===== config.mk =====
export PLATFORM = sky130hd
export DESIGN_NAME = adcri_top
export DESIGN_NICKNAME = d
export VERILOG_FILES = /design/src/logic/adcri_pkg.sv /design/src/logic/adcri_top.sv
export VERILOG_INCLUDE_DIRS = /design/src /design/src/logic
export SDC_FILE = /design/constraint.sdc
export NUM_CORES = 1
export LEC_CHECK = 0
export BUFFER_PORTS_ARGS = -buffer_cell sky130_fd_sc_hd__buf_2
export CORE_MARGIN = 8
export CORE_UTILIZATION = 57
export DETAILED_ROUTE_END_ITERATION = 7
export GPL_TIMING_DRIVEN = 0
export PLACE_DENSITY = 0.82
export SLEW_MARGIN = 0
export SYNTH_ARGS = -nofsm -noshare
export SYNTH_HDL_FRONTEND = slang
export SYNTH_SLANG_ARGS = --single-unit
export TNS_END_PERCENT = 100

===== constraint.sdc =====
create_clock -name pclk -period 2.4 [get_ports pclk]
set_input_delay 0.48 -clock pclk [delete_from_list [all_inputs] [get_ports pclk]]
set_output_delay 0.48 -clock pclk [all_outputs]
set_load 0.02 [all_outputs]

===== src/logic/adcri_consts.svh =====
// Offsets, field positions, reset values and timing counts of the converter register block.
// Assumes inclusion by bare name from the package and the design module.
`ifndef ADCRI_CONSTS_SVH
`define ADCRI_CONSTS_SVH

// Register byte addresses, one aligned word each
`define ADCRI_OFF_RES_LO 12'h000
`define ADCRI_OFF_RES_HI 12'h004
`define ADCRI_OFF_LLIM_LO 12'h008
`define ADCRI_OFF_LLIM_HI 12'h00c
`define ADCRI_OFF_ULIM_LO 12'h010
`define ADCRI_OFF_ULIM_HI 12'h014
`define ADCRI_OFF_CTRL 12'h018
`define ADCRI_OFF_SRC 12'h01c
`define ADCRI_OFF_REF 12'h020
`define ADCRI_OFF_TRIG 12'h024
`define ADCRI_OFF_DELAY 12'h028
`define ADCRI_OFF_BGAP 12'h02c
`define ADCRI_OFF_IRQ_STAT 12'h030
`define ADCRI_OFF_IRQ_CLR 12'h034
`define ADCRI_OFF_IRQ_EN 12'h038

// Control register fields
`define ADCRI_CTRL_START 7
`define ADCRI_CTRL_BUSY 6
`define ADCRI_CTRL_EN 5
`define ADCRI_CTRL_FMT 4
// Trigger register fields
`define ADCRI_TRIG_PATH 7
`define ADCRI_TRIG_DLEN 6
`define ADCRI_TRIG_PWIS 5

// Writable masks (reserved bits read zero)
`define ADCRI_SRC_MASK 8'he7
`define ADCRI_REF_MASK 8'h9f
`define ADCRI_TRIG_MASK 8'hfb
`define ADCRI_BGAP_MASK 8'h01

// Reset values
`define ADCRI_RST_BYTE 8'h00

// Highest external channel code that routes a pin
`define ADCRI_CH_MAX 4'h8
// First code connecting nothing
`define ADCRI_CH_FLOAT 4'hb

// Conversion time as a figure in ns and in system clock cycles
`define ADCRI_CLK_NS 10
`define ADCRI_CONV_NS 160
`define ADCRI_CONV_CYC ((`ADCRI_CONV_NS + `ADCRI_CLK_NS - 1) / `ADCRI_CLK_NS)

// Interrupt status bits
`define ADCRI_IRQ_DONE 0
`define ADCRI_IRQ_BOUND 1

`endif


===== src/logic/adcri_pkg.sv =====
// Types shared by the converter register block.
// Assumes the constants header is on the include path.
`include "adcri_consts.svh"

package adcri_pkg;

	typedef enum logic [1:0] {
		ADCRI_IDLE,
		ADCRI_DELAY,
		ADCRI_CONV
	} adcri_phase_t;

	// Core-side request and result
	typedef struct packed {
		logic power_on;
		logic sample;
		logic [3:0] ext_channel_select;
		logic [2:0] input_source_select;
	} adcri_core_req_t;

	typedef struct packed {
		logic done;
		logic [11:0] value;
	} adcri_core_rsp_t;

	// Whole state of the register block
	typedef struct packed {
		logic [11:0] result;
		logic [11:0] lower_limit;
		logic [11:0] upper_limit;
		logic [7:0] conversion_control;
		logic [7:0] source_clock_select;
		logic [7:0] reference_gain_select;
		logic [7:0] trigger_compare_control;
		logic [7:0] start_delay_count;
		logic [7:0] bandgap_enable_control;
		logic [1:0] irq_status;
		logic [1:0] irq_enable;
		adcri_phase_t phase;
		logic [7:0] count;
		logic pwm_prev;
		logic [31:0] prdata;
		logic pready;
		logic pslverr;
		logic irq;
		adcri_core_req_t core;
		logic [8:0] pin_analog;
		logic ext_floating;
	} adcri_state_t;

endpackage


===== src/logic/adcri_top.sv =====
// Register interface of a 12-bit converter: APB slave, start handshake, result formatting.
// Assumes a converter core that returns a value with a done pulse, and pin-sharing outside.
// Function
// RULE_01: Format 0: high byte D11..4, low D3..0 upper
// RULE_02: Format 1: high nibble D11..8, low byte D7..0
// RULE_03: Unused result bit positions read zero
// RULE_04: Disabled converter keeps result and limits unchanged
// RULE_05: Start after start bit goes high then low
// RULE_06: Start sequence sets busy flag
// RULE_07: Busy clears at completion; writes ignored
// RULE_08: Enable low powers converter down
// RULE_09: Channel codes 0..8 route analog pins 0..8
// RULE_10: Codes 9, 10 reserved; 11..15 float
// RULE_11: Analog-assigned pin loses digital function, pull-high
// RULE_12: Two limit pairs follow result format
// RULE_13: One converter; source and channel select input
// RULE_14: Delay register used only on delayed path
// RULE_15: Internal source disconnects external channel
// RULE_16: Delay counts clocks from PWM flag rise
// RULE_17: Trigger select: 0 start bit, 1 delayed
// RULE_18: Result updates as busy clears
//
// Register access over APB and the placing of the registers were chosen for this implementation.
`timescale 1ns/1ps

`include "adcri_consts.svh"

module adcri_top
	import adcri_pkg::*;
(
	// Clock and reset
	input wire logic pclk,
	input wire logic presetn,
	// APB slave
	input wire logic psel,
	input wire logic penable,
	input wire logic pwrite,
	input wire logic [11:0] paddr,
	input wire logic [31:0] pwdata,
	input wire logic [3:0] pstrb,
	output logic [31:0] prdata,
	output logic pready,
	output logic pslverr,
	// Converter core
	output adcri_core_req_t core_req,
	input wire adcri_core_rsp_t core_rsp,
	// PWM match flags for delayed start
	input wire logic pwm_period_match_flag,
	input wire logic pwm_duty_match_flag,
	// Pin sharing: pins routed as analog inputs
	input wire logic [8:0] analog_pin_assign,
	output logic [8:0] analog_input_pins,
	output logic ext_floating,
	// Interrupt
	output logic irq
);

	adcri_state_t s;
	adcri_state_t next_s;

	// High byte of a 12-bit value in the chosen format
	function automatic logic [7:0] fmt_hi(input logic [11:0] v, input logic fmt);
		fmt_hi = fmt ? {4'h0, v[11:8]} : v[11:4];
	endfunction

	// Low byte of a 12-bit value in the chosen format
	function automatic logic [7:0] fmt_lo(input logic [11:0] v, input logic fmt);
		fmt_lo = fmt ? v[7:0] : {v[3:0], 4'h0};
	endfunction

	// Merge a written high byte into a 12-bit value
	function automatic logic [11:0] put_hi(input logic [11:0] v, input logic [7:0] b,
		input logic fmt);
		put_hi = fmt ? {b[3:0], v[7:0]} : {b, v[3:0]};
	endfunction

	// Merge a written low byte into a 12-bit value
	function automatic logic [11:0] put_lo(input logic [11:0] v, input logic [7:0] b,
		input logic fmt);
		put_lo = fmt ? {v[11:8], b} : {v[11:4], b[7:4]};
	endfunction

	logic acc;
	logic wr;
	logic fmt;
	logic en;
	logic pwm_sel;
	logic [7:0] wb;
	logic [7:0] rbyte;
	logic hit;
	logic trig_start;
	logic trig_delay;
	logic [1:0] ev;

	// Access phase decode; one wait state, then pready for a single cycle.
	// A write commits only at the edge where the master sees pready high,
	// so the wait-state cycle applies nothing; an access phase held on past pready repeats the write every second cycle.
	assign acc = psel & penable;
	assign wr = acc & s.pready & pwrite & pstrb[0];
	assign wb = pwdata[7:0];
	assign fmt = s.conversion_control[`ADCRI_CTRL_FMT];
	assign en = s.conversion_control[`ADCRI_CTRL_EN];
	assign pwm_sel = s.trigger_compare_control[`ADCRI_TRIG_PWIS] ? pwm_duty_match_flag
		: pwm_period_match_flag;

	// Read mux
	always_comb begin
		hit = 1'b1;
		rbyte = 8'h00;
		case (paddr)
			`ADCRI_OFF_RES_LO: rbyte = fmt_lo(s.result, fmt); // [RULE_01] [RULE_02] [RULE_03]
			`ADCRI_OFF_RES_HI: rbyte = fmt_hi(s.result, fmt); // [RULE_01] [RULE_02] [RULE_03]
			`ADCRI_OFF_LLIM_LO: rbyte = fmt_lo(s.lower_limit, fmt); // [RULE_12]
			`ADCRI_OFF_LLIM_HI: rbyte = fmt_hi(s.lower_limit, fmt); // [RULE_12]
			`ADCRI_OFF_ULIM_LO: rbyte = fmt_lo(s.upper_limit, fmt); // [RULE_12]
			`ADCRI_OFF_ULIM_HI: rbyte = fmt_hi(s.upper_limit, fmt); // [RULE_12]
			`ADCRI_OFF_CTRL: rbyte = s.conversion_control;
			`ADCRI_OFF_SRC: rbyte = s.source_clock_select;
			`ADCRI_OFF_REF: rbyte = s.reference_gain_select;
			`ADCRI_OFF_TRIG: rbyte = s.trigger_compare_control;
			`ADCRI_OFF_DELAY: rbyte = s.start_delay_count;
			`ADCRI_OFF_BGAP: rbyte = s.bandgap_enable_control;
			`ADCRI_OFF_IRQ_STAT: rbyte = {6'h00, s.irq_status};
			`ADCRI_OFF_IRQ_CLR: rbyte = 8'h00;
			`ADCRI_OFF_IRQ_EN: rbyte = {6'h00, s.irq_enable};
			default: hit = 1'b0;
		endcase
	end

	// Start triggers: falling write of the start bit, or delayed path
	assign trig_start = wr && paddr == `ADCRI_OFF_CTRL && s.conversion_control[`ADCRI_CTRL_START]
		&& !wb[`ADCRI_CTRL_START] && !s.trigger_compare_control[`ADCRI_TRIG_PATH]; // [RULE_05] [RULE_17]
	assign trig_delay = s.phase == ADCRI_DELAY && s.count == 8'h00;

	// Next state
	always_comb begin
		next_s = s;
		ev = 2'b00;
		// Answer once per transfer: the first access cycle raises pready
		next_s.pready = acc & ~s.pready;
		next_s.pslverr = acc & ~s.pready & ~hit;
		next_s.prdata = (acc & ~s.pready & ~pwrite & hit) ? {24'h000000, rbyte} : 32'h00000000;
		next_s.pwm_prev = pwm_sel;
		// Register writes; unmapped offsets and lane 0 cleared are dropped
		if (wr && hit) begin
			case (paddr)
				`ADCRI_OFF_LLIM_LO: if (en) next_s.lower_limit = put_lo(s.lower_limit, wb, fmt); // [RULE_04]
				`ADCRI_OFF_LLIM_HI: if (en) next_s.lower_limit = put_hi(s.lower_limit, wb, fmt); // [RULE_04]
				`ADCRI_OFF_ULIM_LO: if (en) next_s.upper_limit = put_lo(s.upper_limit, wb, fmt); // [RULE_04]
				`ADCRI_OFF_ULIM_HI: if (en) next_s.upper_limit = put_hi(s.upper_limit, wb, fmt); // [RULE_04]
				`ADCRI_OFF_CTRL: begin
					// Busy bit keeps its own value
					next_s.conversion_control = {wb[7], s.conversion_control[`ADCRI_CTRL_BUSY],
						wb[5:0]}; // [RULE_07]
				end
				`ADCRI_OFF_SRC: next_s.source_clock_select = wb & `ADCRI_SRC_MASK;
				`ADCRI_OFF_REF: next_s.reference_gain_select = wb & `ADCRI_REF_MASK;
				`ADCRI_OFF_TRIG: next_s.trigger_compare_control = wb & `ADCRI_TRIG_MASK;
				`ADCRI_OFF_DELAY: next_s.start_delay_count = wb; // [RULE_14]
				`ADCRI_OFF_BGAP: next_s.bandgap_enable_control = wb & `ADCRI_BGAP_MASK;
				`ADCRI_OFF_IRQ_EN: next_s.irq_enable = wb[1:0];
				default: ;
			endcase
		end
		// Conversion sequencer
		case (s.phase)
			ADCRI_IDLE: begin
				if (en && trig_start) begin
					next_s.phase = ADCRI_CONV;
					next_s.count = 8'(`ADCRI_CONV_CYC - 1);
					next_s.conversion_control[`ADCRI_CTRL_BUSY] = 1'b1; // [RULE_06]
				end else if (en && s.trigger_compare_control[`ADCRI_TRIG_PATH]
					&& s.trigger_compare_control[`ADCRI_TRIG_DLEN]
					&& pwm_sel && !s.pwm_prev) begin
					// Delay counts system clocks from the flag's rise
					next_s.phase = ADCRI_DELAY; // [RULE_16] [RULE_17] [RULE_14]
					next_s.count = s.start_delay_count - 8'h01;
				end
			end
			ADCRI_DELAY: begin
				next_s.count = s.count - 8'h01; // [RULE_16]
				if (!en) begin
					next_s.phase = ADCRI_IDLE;
				end else if (trig_delay) begin
					next_s.phase = ADCRI_CONV;
					next_s.count = 8'(`ADCRI_CONV_CYC - 1);
					next_s.conversion_control[`ADCRI_CTRL_BUSY] = 1'b1; // [RULE_06]
				end
			end
			ADCRI_CONV: begin
				if (!en) begin
					// Conversion abandoned, result untouched
					next_s.phase = ADCRI_IDLE;
					next_s.conversion_control[`ADCRI_CTRL_BUSY] = 1'b0; // [RULE_04]
				end else if (core_rsp.done) begin
					next_s.phase = ADCRI_IDLE;
					next_s.result = core_rsp.value; // [RULE_18]
					next_s.conversion_control[`ADCRI_CTRL_BUSY] = 1'b0; // [RULE_07] [RULE_18]
					ev[`ADCRI_IRQ_DONE] = 1'b1;
					if (core_rsp.value <= s.lower_limit || core_rsp.value >= s.upper_limit) begin
						ev[`ADCRI_IRQ_BOUND] = 1'b1; // [RULE_12]
					end
				end
			end
			default: next_s.phase = ADCRI_IDLE;
		endcase
		// Sticky status; a new event wins over a clear
		if (wr && paddr == `ADCRI_OFF_IRQ_CLR) begin
			next_s.irq_status = s.irq_status & ~wb[1:0];
		end
		next_s.irq_status = next_s.irq_status | ev;
		next_s.irq = |(next_s.irq_status & next_s.irq_enable);
		// Core request and input routing
		next_s.core.power_on = next_s.conversion_control[`ADCRI_CTRL_EN]; // [RULE_08]
		next_s.core.sample = next_s.phase == ADCRI_CONV && s.phase != ADCRI_CONV;
		next_s.core.ext_channel_select = next_s.conversion_control[3:0]; // [RULE_13]
		next_s.core.input_source_select = next_s.source_clock_select[7:5]; // [RULE_13]
		next_s.pin_analog = 9'h000;
		next_s.ext_floating = 1'b0;
		if (next_s.source_clock_select[7:5] == 3'h0 && next_s.conversion_control[`ADCRI_CTRL_EN]) begin
			if (next_s.conversion_control[3:0] <= `ADCRI_CH_MAX) begin
				next_s.pin_analog[next_s.conversion_control[3:0]] = 1'b1; // [RULE_09]
			end else begin
				next_s.ext_floating = 1'b1; // [RULE_10]
			end
		end // [RULE_15]
		// Pins handed over as analog drop digital function and pull-high
		next_s.pin_analog = next_s.pin_analog & analog_pin_assign; // [RULE_11]
	end

	// State register
	always_ff @(posedge pclk or negedge presetn) begin
		if (!presetn) begin
			s <= '0;
		end else begin
			s <= next_s;
		end
	end

	// Outputs straight from flip-flops
	assign prdata = s.prdata;
	assign pready = s.pready;
	assign pslverr = s.pslverr;
	assign irq = s.irq;
	assign core_req = s.core;
	assign analog_input_pins = s.pin_analog;
	assign ext_floating = s.ext_floating;
endmodule


Word-level counts from Yosys, hierarchy flattened
Index checks and enable logic that the tools add are counted.
Word-level totals
  flip-flop bits (word level): 114
  bits of input ports: 77
  output and inout port bits: 54
  word-level logic and storage cells: 175
Operators by class
  $add $sub $neg: 2
  $lt $le $gt $ge: 5
  equality and inequality tests: 27
  mux-type cells: 50
  bitwise operators: 20
  reduce and logical (&&, ||, !) cells: 42
Operators with widths (number)
  8-bit two-way mux: 14
  8-bit one-hot mux with 14 select lines: 1
  12-bit by 6-bit == test with 1-bit output, second input constant: 7
  12-bit by 5-bit == test with 1-bit output, second input constant: 4
  12-bit one-hot mux with 2 select lines: 2
  46-bit two-way mux: 1
  10-bit two-way mux: 4
  12-bit by 4-bit == test with 1-bit output, second input constant: 2
  12-bit two-way mux: 2
  2-bit two-way mux: 9
  2-bit inequality test, second input constant: 9
  8-bit one-hot mux with 2 select lines: 1
  4-bit AND reduction: 4
  8-bit by 1-bit subtractor with 8-bit output, second input constant: 2
  1-bit logical AND: 15
  15-bit OR reduction: 1
  2-bit AND reduction: 7
  12-bit by 3-bit == test with 1-bit output, second input constant: 1
  12-bit greater-or-equal comparator: 1
  12-bit <= comparator: 1
  12-bit zero test: 1
  6-bit AND reduction: 2
  1-bit two-way mux: 11
  9-bit AND: 1
  24 further kinds: 43

Logic depth before layout (Yosys ltp)
  depth in word-level cells: 13
  depth in mapped cells: 8
  mapped depth without buffers: 8

Worst setup path after synthesis
Ideal clock, no wire load.
  path type: input-to-reg
  start point: input paddr[11]
  end point: register s (netlist bit irq)
  setup time: 0.130 ns
  arrival time: 2.113 ns
  required time: 2.270 ns
  setup slack: 0.158 ns
  stages on the path: 6
  buffers on the path: 0
  cells stage by stage: nor4_4 -> nand4_1 -> nor4_1 -> mux2_2 -> a32oi_1 -> o21ai_0
RTL lines
  start: declaration: line adcri_top.sv:38  | input wire logic [11:0] paddr,
  end signal: assignment: line adcri_top.sv:236  | s <= next_s;
  end: declaration: line adcri_top.sv:58  | adcri_state_t s;

==> metrics.csv <==
stage,metric,value,unit
status,status,completed,
drt,drtAntennaViolNets,0,
timing,rsz0062_at_grt,yes,
cells_and_area,final_nets,969,
cells_and_area,final-seq-area,2730,sq um
yosys,yosysSeqAreaShare,0.387,
setup_path,worstPathRequired,2620,ps
clock_network,ctsHoldBuffers,0,
cells_and_area,antenna_cells,0,
die,die_y,127,um
placed_design,hpwl,16.3,mm
clock_network,clk_path_buf_depth,2,
grt,track_usage,0.264,
setup_path,cp.arrival,2620,ps
grt,antenna_found_initial,0,
yosys,ys_ff_latch,109,
clock_network,cts-root-buf,clkbuf_16,
worst_hold_path,hold_path_class,in -> async,
drt,avgViaCountPerCell,6.11,
timing,hold_ws,163,ps
yosys,synth_ff_type,dfrtp_1,
power_and_ir_drop,power.leakage,3.70,nW
drt,avgRoutedWirePerCell,20.4,um
clock_network,h-tree-depth,3,
yosys,ys_async_sr_fraction,1.00,
cells_and_area,final_core_util,0.681,
timing,layout_min_cycle_time,2390,ps
drt,drc,0,
yosys,synth_area_per_cell,9.50,sq um
clock_network,worstSkewPairLatency,360,ps
power_and_ir_drop,powerDensity,509,nW/um^2
power_and_ir_drop,peakVddDrop,0.000667,V
yosys,ys_warn_count,0,
timing,maxSlewViolCount,0,
die,dieArea,16200,sq um
timing,maxSlewHeadroom,0.396,
setup_path,crit_path_start_kind,input pin,
timing,tightest_slew,899,ps
clock_network,clock-sinks,109,
setup_path,cp_max_fo,10,
die,fp.dieW,127,um
cells_and_area,mostFrequentLayoutCell,dfrtp_1,
grt,grt_remaining_overflow,0,
clock_network,cts_tree,yes,
setup_path,crit_type,in -> reg,
yosys,yosysUniqueCellTypes,76,
grt,grt_max_degree,57,
grt,grt_pass1_vias,6157,
setup_path,rr_worst_depth,4,
cells_and_area,final_cell_mix,"109 x dfrtp_1, 82 x buf_2, 74 x nand2_1",
drt,wirelength,21.1,mm
clock_network,cts_buffers,9,
timing,fin_crit_sh,0.996,
timing,hold_violations,0,
timing,fmax,418,MHz
yosys,netlist_instances,743,
die,num_rows,40,
die,start_util,0.585,
timing,fin_skew,11.1,ps
yosys,synth_edf_count,0,
placed_design,postPlaceCellArea,7770,sq um
cells_and_area,multi_input_area,3840,sq um
cells_and_area,final_area,8210,sq um
cells_and_area,fillers,1005,
drt,first_pass_iters,5,
timing,fin_tns_setup,0,ps
die,boundaryPins,131,
drt,drtIter0Drc,669,
clock_network,path_clk_slew,70,ps
yosys,synth.cell_area,7060,sq um
drt,vias,6313,
grt,grt_pass1_wl,33.6,mm
flow_run,maxCapViolCount,0,
cells_and_area,syn_to_final_growth,16.4,%
placed_design,numPortBuffers,77,
placed_design,place.gp.congestion,0.961,
setup_path,cp-end-kind,flop,
timing,setup_viol,0,
cells_and_area,drive_gt1_frac,0.286,
die,core_area,12100,sq um
-- sequential cells by signal (all words and copies together), names as in the netlist --
signal             count
fmt                    1
pready                 1
analog_input_pins      9
ext_floating           1
prdata                 8
pslverr                1
s                     82
core_req               4
irq                    1
en                     1
-- power by group --
part           internal, mW  switching [mW]
combinational         0.240           0.344
clock                 0.847           0.703
sequential             1.94           0.105
-- per-stage QoR --
stage	total power, mW	std cells	setup slack, ps
4_1_cts	4.18	1031	16.2
5_1_grt	4.32	1033	-119
3_3_place_gp	2.62	1011	-551
2_1_floorplan	2.39	766	158
6_report	4.18	1033	8.49
3_5_place_dp	2.64	1012	-512
-- synth_stat cells, drive strengths merged, types with 6 or more instances --
cell type,count,share of area
nor4b,6,0.010
dfrtp,109,0.39
a32oi,6,0.0074
ha,31,0.055
and4,12,0.015
buf,64,0.064
nand2,74,0.039
clkbuf,17,0.0090
o21ai,60,0.043
nand2b,6,0.0053
nor2b,7,0.0062
a31oi,8,0.0071
inv,35,0.019
mux2i,22,0.032
mux2,47,0.075
nand3,22,0.016
a21oi,33,0.024
a22o,7,0.0087
and3,7,0.0062
nor3,18,0.015
nor4,9,0.015
a22oi,14,0.015
nor2,38,0.023
nand4,13,0.012
-- critical path, cell delays in order --
cell and delay, ps:
buf_2 160, clkbuf_1 410, buf_1 450, nor2_1 180
a32oi_1 300, o311ai_0 190, o21ai_0 340, a21oi_1 110
-- logic make-up (layout without fill, tap and decap cells) --
| group | count (synthesis) | after routing | synth area share |
|---|---|---|---|
| AOI/OAI and AO/OA | 168 | 168 | 0.155 |
| xor gates and xnor gates | 7 | 7 | 0.00869 |
| adders and majority gates | 31 | 31 | 0.0550 |
| buffers and inverters | 116 | 215 | 0.0920 |
| DFF | 109 | 109 | 0.387 |
| muxes | 69 | 69 | 0.107 |
| other | 1 | 24 | 0.000531 |
| and+or+nand+nor | 242 | 242 | 0.196 |
-- cell type report --
class / instances / share of cell area
Multi-Input combinational cell: 541 / 0.468
Sequential cell: 109 / 0.332
Buffer: 81 / 0.0637
Timing Repair Buffer: 84 / 0.0576
Clock buffer: 10 / 0.0291
Tap cell: 168 / 0.0256
Inverter: 35 / 0.0160
Clock inverter: 5 / 0.00807
-- timing repair --
item | 4_1_cts | 5_1_grt
gates resized for setup | 4 | 19
cloned | 0 | 0
setup endpoints to repair | 48 | 58
pin swaps | 2 | 1
setup buffers | 4 | 2
-- worst paths after layout --
check                                      start        end  slack, ps
setup reg to reg                          pready      s[90]         90
setup / recovery                        paddr[3]  prdata[2]          8
hold / removal                           presetn     s[139]        160
max in group asynchronous                presetn      s[57]       1520
hold reg to reg                           s[127]     s[127]        490
min in group pclk          pwm_period_match_flag      s[54]        370
-- per-layer routing --
| layer | track usage | share of wire | vias to the layer above |
|---|---|---|---|
| met4 | 0.0938 | 0.026 | 0 |
| met1 | 0.362 | 0.44 | 3045 |
| li1 | - | - | 2888 |
| met3 | 0.0715 | 0.095 | 54 |
| met2 | 0.393 | 0.44 | 326 |
| met5 | 0 | 0 | - |
Power figures use the tool's default switching activity.
